[config.mk]
export PLATFORM = sky130hd
export DESIGN_NAME = profiler_cb
export DESIGN_NICKNAME = d
export VERILOG_FILES = /design/src/rtl/jitter_reload.v /design/src/rtl/profiler_cb.v
export VERILOG_INCLUDE_DIRS = /design/src /design/src/rtl
export SDC_FILE = /design/constraint.sdc
export NUM_CORES = 2
export LEC_CHECK = 0
export BUFFER_PORTS_ARGS = -buffer_cell sky130_fd_sc_hd__buf_2
export CAP_MARGIN = 30
export CELL_PAD_IN_SITES_DETAIL_PLACEMENT = 1
export CELL_PAD_IN_SITES_GLOBAL_PLACEMENT = 1
export CORE_ASPECT_RATIO = 1.5
export CORE_UTILIZATION = 30
export DETAILED_ROUTE_END_ITERATION = 8
export PLACE_DENSITY = 0.56
export SLEW_MARGIN = 20
export SYNTH_ARGS = -nofsm -noshare
export SYNTH_HDL_FRONTEND = slang
export SYNTH_SLANG_ARGS = --single-unit
[constraint.sdc]
create_clock -name clk_sys_i -period 8.8 [get_ports clk_sys_i]
set_input_delay 1.32 -clock clk_sys_i [delete_from_list [all_inputs] [get_ports clk_sys_i]]
set_output_delay 1.32 -clock clk_sys_i [all_outputs]
set_load 0.1 [all_outputs]
[src/rtl/profiler_cb_regs.vh]
// Purpose: Constants for the profiler control block register file.
// Assumes: Included by the profiler control block modules by bare name.
// Notes: Register offsets are byte addresses of 32-bit words.
`ifndef PROFILER_CB_REGS_VH
`define PROFILER_CB_REGS_VH

`define CB_ADDR_W 8
`define OFF_ENABLE 8'h00
`define OFF_SIZE_JIT 8'h04
`define OFF_BASE_LO 8'h08
`define OFF_BASE_HI 8'h0C
`define OFF_WPTR 8'h10
`define OFF_DROP_LO 8'h18
`define OFF_DROP_HI 8'h1C
`define OFF_ALARM 8'h20
`define OFF_QUAL 8'h24
`define OFF_IPLO_LO 8'h28
`define OFF_IPLO_HI 8'h2C
`define OFF_IPHI_LO 8'h30
`define OFF_IPHI_HI 8'h34
`define OFF_RPTR 8'h40
`define OFF_CTRL 8'h50
`define OFF_STATUS 8'h54
`define OFF_IRQ_STAT 8'h58
`define OFF_IRQ_CLR 8'h5C
`define OFF_IRQ_EN 8'h60
`define OFF_LIN_LO 8'h64
`define OFF_LIN_HI 8'h68
`define OFF_EFF_SIZE 8'h6C
`define SIZE_MSB 27
`define JIT_LSB 28
`define JIT_MSB 31
`define CTRL_LOAD 0
`define CTRL_DISABLE 1
`define CTRL_RECORD 2
`define CTRL_RELOAD 3
`define IRQ_DROP 0
`define IRQ_LOADED 1
`define IRQ_STORED 2
`define RECORD_SIZE 32
`define LFSR_SEED 16'hACE1

`endif

[src/rtl/jitter_reload.v]
// Purpose: Reloads an event counter from its interval with random low bits.
// Assumes: Single clock, synchronous active-high reset.
// Notes: A 16-bit LFSR supplies the random bits; period 65535.
`timescale 1ns/1ps
`default_nettype none
`include "profiler_cb_regs.vh"
module jitter_reload #(
  parameter CNT_W = 25
) (
  // Clock and reset.
  input wire clk_sys_i,
  input wire reset_i,
  // Reload request.
  input wire reload_i,
  input wire [CNT_W-1:0] interval_i,
  input wire [3:0] jitter_bits_i,
  // Reloaded counter value.
  output reg [CNT_W-1:0] counter_o
);
  reg [15:0] lfsr_r;
  reg [CNT_W-1:0] mask;
  integer i;
  // Zero-extended so that a counter of any width can take a slice of the LFSR.
  wire [CNT_W+15:0] lfsr_wide = {{CNT_W{1'b0}}, lfsr_r};

  // Mask covers the lowest jitter_bits_i bits; fifteen is the ceiling.
  always @* begin
    mask = {CNT_W{1'b0}};
    for (i = 0; i < 15; i = i + 1) begin
      if (i < jitter_bits_i && i < CNT_W) begin
        mask[i] = 1'b1;
      end
    end
  end

  // LFSR runs freely so the pattern does not lock to the reload rate.
  always @(posedge clk_sys_i) begin
    if (reset_i) begin
      lfsr_r <= `LFSR_SEED;
      counter_o <= {CNT_W{1'b0}};
    end else begin
      lfsr_r <= {lfsr_r[14:0], lfsr_r[15] ^ lfsr_r[13] ^ lfsr_r[12] ^ lfsr_r[10]};
      if (reload_i) begin
        counter_o <= (interval_i & ~mask) | (lfsr_wide[CNT_W-1:0] & mask);
      end
    end
  end
endmodule
`default_nettype wire

[src/rtl/profiler_cb.v]
// Purpose: Control block register file and ring-buffer pointer engine.
// Assumes: Software drives the plain register port; one clock.
// Notes: Translation of the base is an identity plus offset input.
`timescale 1ns/1ps
`default_nettype none
`include "profiler_cb_regs.vh"
module profiler_cb #(
  parameter [31:0] FEATURE_BITS = 32'hFFFF_FFFF,
  parameter CNT_W = 25
) (
  // Clock and reset.
  input wire clk_sys_i,
  input wire reset_i,
  // Register port.
  input wire [7:0] addr_i,
  input wire [31:0] wdata_i,
  input wire wr_i,
  input wire rd_i,
  output reg [31:0] rdata_o,
  // Address translation and event interface.
  input wire [63:0] seg_base_i,
  input wire [CNT_W-1:0] interval_i,
  output wire [CNT_W-1:0] counter_o,
  output reg [63:0] record_addr_o,
  output wire irq_o
);
  reg [31:0] enable_mask_r;
  reg [31:0] size_jit_r;
  reg [63:0] base_r;
  reg [31:0] wptr_r;
  reg [63:0] drop_r;
  reg [31:0] alarm_r;
  reg [31:0] qual_r;
  reg [63:0] iplo_r;
  reg [63:0] iphi_r;
  reg [31:0] rptr_r;
  reg active_r;
  reg [27:0] eff_size_r;
  reg [63:0] lin_base_r;
  reg [2:0] irq_stat_r;
  reg [2:0] irq_en_r;
  reg [2:0] ev;
  reg [31:0] wptr_nxt;
  reg [31:0] adv;

  wire wr_ctrl = wr_i && (addr_i == `OFF_CTRL);
  wire do_load = wr_ctrl && wdata_i[`CTRL_LOAD];
  wire do_rec = wr_ctrl && wdata_i[`CTRL_RECORD] && active_r;
  wire do_reload = wr_ctrl && wdata_i[`CTRL_RELOAD] && active_r;
  // Software fields other than the read pointer and IRQ enable and clear are locked while profiling runs.
  wire sw_ok = !active_r;
  // Rounded in a full word, then sliced, so the product never spills into the flop.
  wire [31:0] rounded_size = {4'h0, size_jit_r[`SIZE_MSB:0]} / `RECORD_SIZE * `RECORD_SIZE;

  jitter_reload #(.CNT_W(CNT_W)) u_jit (
    .clk_sys_i(clk_sys_i),
    .reset_i(reset_i),
    .reload_i(do_reload),
    .interval_i(interval_i),
    .jitter_bits_i(size_jit_r[`JIT_MSB:`JIT_LSB]),
    .counter_o(counter_o)
  );

  ////////////////////////////////////////////////////////////////////////////
  // Next write pointer with wrap and full check.
  always @* begin
    adv = wptr_r + `RECORD_SIZE;
    if (adv >= {4'h0, eff_size_r}) begin
      adv = 32'h0000_0000;
    end
    ev = 3'b000;
    wptr_nxt = wptr_r;
    if (do_rec) begin
      ev[`IRQ_STORED] = 1'b1;
      if (adv == rptr_r) begin
        ev[`IRQ_DROP] = 1'b1;
      end else begin
        wptr_nxt = adv;
      end
    end
    if (do_load) begin
      ev[`IRQ_LOADED] = 1'b1;
    end
  end

  ////////////////////////////////////////////////////////////////////////////
  // Register writes, load op and pointer engine.
  always @(posedge clk_sys_i) begin
    if (reset_i) begin
      enable_mask_r <= 32'h0000_0000;
      size_jit_r <= 32'h0000_0000;
      base_r <= 64'h0000_0000_0000_0000;
      wptr_r <= 32'h0000_0000;
      drop_r <= 64'h0000_0000_0000_0000;
      alarm_r <= 32'h0000_0000;
      qual_r <= 32'h0000_0000;
      iplo_r <= 64'h0000_0000_0000_0000;
      iphi_r <= 64'h0000_0000_0000_0000;
      rptr_r <= 32'h0000_0000;
      active_r <= 1'b0;
      eff_size_r <= 28'h000_0000;
      lin_base_r <= 64'h0000_0000_0000_0000;
      irq_stat_r <= 3'b000;
      irq_en_r <= 3'b000;
      record_addr_o <= 64'h0000_0000_0000_0000;
    end else begin
      if (wr_i && sw_ok) begin
        case (addr_i)
          `OFF_ENABLE: enable_mask_r <= wdata_i;
          `OFF_SIZE_JIT: size_jit_r <= wdata_i;
          `OFF_BASE_LO: base_r[31:0] <= wdata_i;
          `OFF_BASE_HI: base_r[63:32] <= wdata_i;
          `OFF_WPTR: wptr_r <= wdata_i;
          `OFF_DROP_LO: drop_r[31:0] <= wdata_i;
          `OFF_DROP_HI: drop_r[63:32] <= wdata_i;
          `OFF_ALARM: alarm_r <= wdata_i;
          `OFF_QUAL: qual_r <= wdata_i;
          `OFF_IPLO_LO: iplo_r[31:0] <= wdata_i;
          `OFF_IPLO_HI: iplo_r[63:32] <= wdata_i;
          `OFF_IPHI_LO: iphi_r[31:0] <= wdata_i;
          `OFF_IPHI_HI: iphi_r[63:32] <= wdata_i;
          default: ;
        endcase
      end
      // Read pointer is software-owned and writable at any time.
      if (wr_i && addr_i == `OFF_RPTR) begin
        rptr_r <= wdata_i;
      end
      if (wr_i && addr_i == `OFF_IRQ_EN) begin
        irq_en_r <= wdata_i[2:0];
      end
      if (do_load) begin
        enable_mask_r <= enable_mask_r & FEATURE_BITS;
        eff_size_r <= rounded_size[`SIZE_MSB:0];
        lin_base_r <= base_r + seg_base_i;
        active_r <= 1'b1;
      end else if (wr_ctrl && wdata_i[`CTRL_DISABLE]) begin
        active_r <= 1'b0;
      end
      if (do_rec) begin
        record_addr_o <= lin_base_r + {32'h0000_0000, wptr_r};
      end
      wptr_r <= (wr_i && sw_ok && addr_i == `OFF_WPTR) ? wdata_i : wptr_nxt;
      if (ev[`IRQ_DROP]) begin
        drop_r <= drop_r + 64'h0000_0000_0000_0001;
      end
      // A new event wins over a clear in the same cycle.
      irq_stat_r <= (irq_stat_r & ~((wr_i && addr_i == `OFF_IRQ_CLR) ? wdata_i[2:0] : 3'b000)) | ev;
    end
  end

  assign irq_o = |(irq_stat_r & irq_en_r);

  ////////////////////////////////////////////////////////////////////////////
  // Read data, one cycle after the strobe; unmapped reads return zero.
  always @(posedge clk_sys_i) begin
    if (reset_i) begin
      rdata_o <= 32'h0000_0000;
    end else if (rd_i) begin
      case (addr_i)
        `OFF_ENABLE: rdata_o <= enable_mask_r;
        `OFF_SIZE_JIT: rdata_o <= size_jit_r;
        `OFF_BASE_LO: rdata_o <= base_r[31:0];
        `OFF_BASE_HI: rdata_o <= base_r[63:32];
        `OFF_WPTR: rdata_o <= wptr_r;
        `OFF_DROP_LO: rdata_o <= drop_r[31:0];
        `OFF_DROP_HI: rdata_o <= drop_r[63:32];
        `OFF_ALARM: rdata_o <= alarm_r;
        `OFF_QUAL: rdata_o <= qual_r;
        `OFF_IPLO_LO: rdata_o <= iplo_r[31:0];
        `OFF_IPLO_HI: rdata_o <= iplo_r[63:32];
        `OFF_IPHI_LO: rdata_o <= iphi_r[31:0];
        `OFF_IPHI_HI: rdata_o <= iphi_r[63:32];
        `OFF_RPTR: rdata_o <= rptr_r;
        `OFF_STATUS: rdata_o <= {30'h0000_0000, (wptr_r == rptr_r), active_r};
        `OFF_IRQ_STAT: rdata_o <= {29'h0000_0000, irq_stat_r};
        `OFF_IRQ_EN: rdata_o <= {29'h0000_0000, irq_en_r};
        `OFF_LIN_LO: rdata_o <= lin_base_r[31:0];
        `OFF_LIN_HI: rdata_o <= lin_base_r[63:32];
        `OFF_EFF_SIZE: rdata_o <= {4'h0, eff_size_r};
        default: rdata_o <= 32'h0000_0000;
      endcase
    end else begin
      rdata_o <= 32'h0000_0000;
    end
  end
endmodule
`default_nettype wire

* After elaboration in Yosys (flattened, before gate mapping)
Index checks and enable logic that the tools add are counted.
** Cells by class
- $lt $le $gt $ge :: 16
- Add/subtract/negate cells :: 4
- Reduce and logical (&&, ||, !) cells :: 34
- Equal/unequal tests :: 24
- Mux-type cells :: 31
- Bitwise gates (word level) :: 13
** Operators by type and width (number)
- $pmux W32 S20 :: 1
- $mux W32 :: 6
- $mux W64 :: 2
- $eq A8 B7 Y1 const B :: 9
- $add A64 B1 Y64 const B :: 1
- $add A64 B32 Y64 :: 1
- $add A64 B64 Y64 :: 1
- $eq A32 B32 Y1 :: 2
- $eq A8 B6 Y1 const B :: 6
- $add A32 B6 Y32 const B :: 1
- $ge A32 B28 Y1 :: 1
- $lt A4 B4 Y1 const A :: 7
- $and A25 B25 Y25 :: 1
- $not A15 Y25 :: 1
- $or A25 B25 Y25 :: 1
- $eq A8 B5 Y1 const B :: 3
- $reduce_and A2 Y1 :: 12
- $mux W1 :: 21
- $and A16 B15 Y16 :: 1
- $eq A8 B4 Y1 const B :: 2
- $lt A3 B4 Y1 const A :: 4
- $logic_and A1 B1 Y1 :: 12
- $reduce_bool A2 Y1 :: 5
- $eq A8 B3 Y1 const B :: 1
- other kinds (14) :: 20
** Word-level totals
- Output and inout port bits :: 122
- Register bits after elaboration :: 679
- Word-level logic and storage cells :: 145
- Input port bits :: 133

* Depth between registers and ports, before layout
- Depth after elaboration :: 8
- Gate-level depth with buffers :: 21
- Depth with buffers taken out :: 18

* Hierarchy
From an unflattened synthesis, not the netlist that was laid out.
** Unflattened totals
- Cell total of the unflattened synthesis :: 4738
- Area total of the unflattened synthesis :: 36048.3 um^2
** By module, submodules not included
- profiler_cb :: cells each 4581, times used 1, area each 34480.6 um^2, sequential area each 12772.2 um^2
- jitter_reload :: cells each 157, times used 1, area each 1567.8 um^2, sequential area each 820.8 um^2

* Worst setup path after synthesis
No wires, ideal clock.
- Path kind :: register to register
- Start point :: register wptr_r[14]
- End point :: register drop_r[20]
- Clock period less this slack :: 4.518 ns
- Path slack :: 4.282 ns
- Stages on the path, launching flop included :: 21
- Buffers on the path :: 4
- Data required time :: 8.709 ns
- Setup time :: 0.091 ns
- Arrival :: 4.427 ns
- Path through :: dfxtp_1 > clkbuf_1 > nand4_1 > nor4_1 > nand2_1 > xnor2_1 > ha_1 > a21oi_1 > o21ai_0 > a211oi_1 > o21a_1 > o21a_1 > buf_2 > a31oi_2 > a2111oi_2 > nand4_1 > or3_1 > buf_2 > buf_6 > o21a_1 > a311oi_1
** Between the ends
- Longest elaborated chain between the ends :: 8
- Elaborated cells on any way between the ends :: 10
- Those cells by class :: add/sub: 1; order compare: 1; eq/ne: 1; mux: 4; reduce/logical: 3
** Ends and longest elaborated chain
- start: declaration :: RTL line profiler_cb.v:30 : reg [31:0] wptr_r;
- start signal: assignment :: RTL line profiler_cb.v:113 : `OFF_WPTR: wptr_r <= wdata_i;
- start signal: assignment :: RTL line profiler_cb.v:143 : wptr_r <= (wr_i && sw_ok && addr_i == `OFF_WPTR) ? wdata_i : wptr_nxt;
- $add A32 B6 Y32 (no line) *
- $ge A32 B28 Y1 :: RTL line profiler_cb.v:68 : if (adv >= {4'h0, eff_size_r}) begin
- $mux W32 * :: RTL line profiler_cb.v:68
- $eq A32 B32 Y1 * :: RTL line profiler_cb.v:75 : if (adv == rptr_r) begin
- $mux W1 * :: RTL line profiler_cb.v:75
- $mux W1 * :: RTL line profiler_cb.v:73 : if (do_rec) begin
- $reduce_bool A2 Y1 (no line)
- $reduce_and A2 Y1 (no line)
- end signal: assignment :: RTL line profiler_cb.v:114 : `OFF_DROP_LO: drop_r[31:0] <= wdata_i;
- end signal: assignment :: RTL line profiler_cb.v:145 : drop_r <= drop_r + 64'h0000_0000_0000_0001;
- end: declaration :: RTL line profiler_cb.v:31 : reg [63:0] drop_r;
Mark *: on every way between the ends. The rest lies on a longest branch, timed or not.
A chain may end at the register's enable or synchronous reset.

* Worst setup path in the final report
- Start point :: register wptr_r[5]
- End point :: register drop_r[8]
The elaborated chain is that of the path after synthesis.

==> qor.txt <==
Sequential cell area fraction in the yosys report -> 37.54%
DP HPWL -> 154.6 mm
Post-synth EDFFs -> 0
Ys flop type -> dfxtp_1
Fin. max-slew vios -> 0
Power Dens Cells -> 166.3 nW/um^2
Synthesized flop and latch total -> 679
Slew headroom -> 15.50%
Final WS setup -> 1.784 ns
Die Y -> 427.5 um
Total track usage -> 34.06%
Most frequent cells in the layout -> nand2_1, dfxtp_1, a21oi_1
Post-CTS Setup Bufs -> 0
Largest net degree at the start of global routing -> 181
Core area -> 119,300 um^2
Crit start category -> register
Switch Pwr -> 0.001790 W
DR WL/cell -> 33.09 um
Worst reg2reg setup slack -> 1.78 ns
Post-CTS resize count -> 0
Hold WC Path Type -> register to register
Yosys top cell area share -> 37.54%
Tightest Pin Transition -> 1.267 ns
Largest area contributor in the netlist -> dfxtp_1
Int Pwr -> 0.005137 W
Worst setup EP type -> register
Worst EP required -> 9.40 ns
Commonest non-fill, non-tap cell in the layout -> nand2_1
Die W -> 285.7 um
Outcome -> complete, no violations
Setup TNS -> 0 ns
Clk root buf -> clkbuf_16
Initial Util -> 30.36%
Hold Vio Cnt, Final -> 0
Cell Area, Synth -> 36,210 um^2
Lkg Pwr -> 14.94 nW
Worst r2r src -> wptr_r[5]
Final setup vio count -> 0
CTS tree -> yes
Synth top area cells -> dfxtp_1, nand2_1, a21oi_1, ha_1, clkbuf_1
Total global routing overflow -> 0
Mapped Avg Cell Area -> 7.621 um^2
Post-Synthesis Cells -> 4,751
Pre-CTS WS -> 2.016 ns
Clock skew -> 0.02814 ns
WL final -> 213.4 mm
MaxCap Viol Count -> 0
Post-route ant nets -> 0
Period utilization -> 79.73%
Hold path cells -> 1
Layout area overhead -> 15.01%
Reg2Reg Depth -> 19
Crit Path Class -> register to register
VDD IR max -> 0.1345 mV
Fill cell count -> 14,520
Io pins -> 255
Vias per inst -> 5.925
RSZ-0062 raised after global routing -> no
Synthesized Nets -> 5,006
Cts hold-fix bufs -> 0
Layout cells sized above 1 -> 11.18%
Global-route wire length before repair -> 293.3 mm
Initial antenna violation count -> 18
Num CTS Buffers -> 75
Fmax -> 0.1425 GHz
Clk buf depth -> 3
Clk sinks -> 679
Total Power -> 0.006927 W
Setup crit end -> drop_r[8]
Period minus WS final -> 7.017 ns
Vias in the first global route -> 36,870
Vias -> 38,200
Nets -> 5,070
Pre-antenna DRT Iters -> 7
Combinational Power Share -> 5.2%
Clock power frac -> 50.2%
Reg clk slew, reported paths -> 0.07 ns
H-tree depth -> 3
Arrival time worst endpoint -> 7.62 ns
Synth warn -> 0
Critical path startpoint -> wptr_r[5]
Critical path peak fanout -> 77
Die area -> 122,100 um^2
FP Rows -> 155
Synth async-reset ratio -> 0%
Iter 0 DRT Violations -> 3,759
Number of distinct library cells after synthesis -> 86
# DRC -> 0
Port buffer count -> 254
Insertion delay to the later sink of the worst-skew pair -> 0.70 ns
Critical R2R Capture -> drop_r[8]
Flop pwr share -> 44.6%
Routability congestion estimate -> 0.9969
Sw Ratio -> 25.84%
[sequential cells by signal, summed over array words and instances, names as in the netlist, 64 cells and up]
name and cells:
drop_r 64, base_r 64, lin_base_r 64, iphi_r 64, iplo_r 64, record_addr_o 64
[area by class of cell]
cell class	count	area, um^2	area share [%]
Multi-Input combinational cell	3614	21050	50.55
Sequential cell	679	13590	32.64
Clock buffer	104	2147	5.156
Timing Repair Buffer	351	2083	5.002
Tap cell	1570	1964	4.717
Clock inverter	32	446.7	1.073
Inverter	94	352.8	0.8473
Antenna cell	3	7.507	0.01803
[worst max-delay path, cell delays in order, from the launching register on]
cell	delay, ns
dfxtp_1	0.76
ha_1	0.34
nand3_1	0.22
nor2_1	0.50
and3_1	0.24
xnor2_1	0.16
inv_1	0.12
ha_1	0.30
a211oi_1	0.22
o21ai_0	0.12
a211oi_1	0.22
o21a_1	0.18
o21a_1	0.58
nand2_2	0.37
o311ai_1	0.53
o2111ai_1	0.41
nor3_4	0.27
buf_4	0.73
mux2_2	0.41
o22ai_1	0.12
[metal layers]
layer / vias up / routed length (um) / track usage [%]
li1: 17010 / - / -
met1: 19130 / 82630 / 40.20
met2: 1567 / 98450 / 55.52
met3: 475 / 13370 / 4.936
met4: 12 / 18850 / 26.60
met5: - / 62 / 0
[stage by stage]
stage | util, % | area [um^2] | cells | hold slack [ns]
2_1_floorplan | - | 36210 | 4751 | 0.4135
3_3_place_gp | 32.62 | 38900 | 6298 | 0.4287
3_5_place_dp | 32.69 | 38990 | 6303 | 0.4297
4_1_cts | 34.86 | 41580 | 6439 | 0.4409
5_1_grt | 34.91 | 41640 | 6444 | 0.4615
6_report | 34.92 | 41640 | 6447 | 0.4374
[worst min-delay path by stage]
stage	startpoint	endpoint	slack, ns
final	u_jit.lfsr_r[14]	u_jit.lfsr_r[15]	0.44
after detailed placement	u_jit.lfsr_r[14]	u_jit.lfsr_r[15]	0.43
after floorplan	u_jit.lfsr_r[14]	u_jit.lfsr_r[15]	0.41
after global routing	record_addr_o[20]	record_addr_o[20]	0.46
after global placement	u_jit.lfsr_r[4]	u_jit.lfsr_r[5]	0.43
after CTS	u_jit.lfsr_r[14]	u_jit.lfsr_r[15]	0.44
[synth_stat cells (all sizes together) (6+ instances only)]
| cell | n |
|---|---|
| a2111oi | 8 |
| a211oi | 68 |
| a21o | 66 |
| a21oi | 600 |
| a221oi | 113 |
| a222oi | 22 |
| a22o | 50 |
| a22oi | 63 |
| a2bb2oi | 14 |
| a311oi | 20 |
| a31oi | 67 |
| and2 | 32 |
| and3 | 53 |
| and4 | 21 |
| buf | 34 |
| clkbuf | 330 |
| dfxtp | 679 |
| ha | 120 |
| inv | 94 |
| mux2i | 88 |
| nand2 | 1165 |
| nand2b | 14 |
| nand3 | 80 |
| nand4 | 55 |
| nor2 | 217 |
| nor2b | 30 |
| nor3 | 66 |
| nor4 | 31 |
| o211ai | 17 |
| o21a | 32 |
| o21ai | 141 |
| o21bai | 18 |
| o22ai | 25 |
| o311a | 9 |
| o311ai | 6 |
| o31ai | 6 |
| o41ai | 8 |
| or2 | 18 |
| or3 | 28 |
| or4 | 9 |
| xnor2 | 111 |
| xor2 | 53 |
[power by group through the flow]
stage                     Clock (W)  Sequential, W  Combinational [W]
after detailed placement          0        0.00316           0.000352
after CTS                   0.00354        0.00309           0.000353
after floorplan                   0        0.00315           0.000166
after global routing        0.00363        0.00309           0.000368
after global placement            0        0.00316           0.000353
final                       0.00348        0.00309           0.000360
[logic make-up after synthesis]
kind of cell | Yosys count | synth area share [%]
AO/OA/AOI/OAI | 1394 | 24.65
XOR/XNOR | 164 | 3.967
adder cells (fa/ha/maj) | 122 | 4.257
buffers and inverters | 458 | 4.855
flip-flops | 679 | 37.54
multiplexers | 92 | 2.557
AND/OR/NAND/NOR | 1842 | 22.17
(Power assumes the default switching activity.)
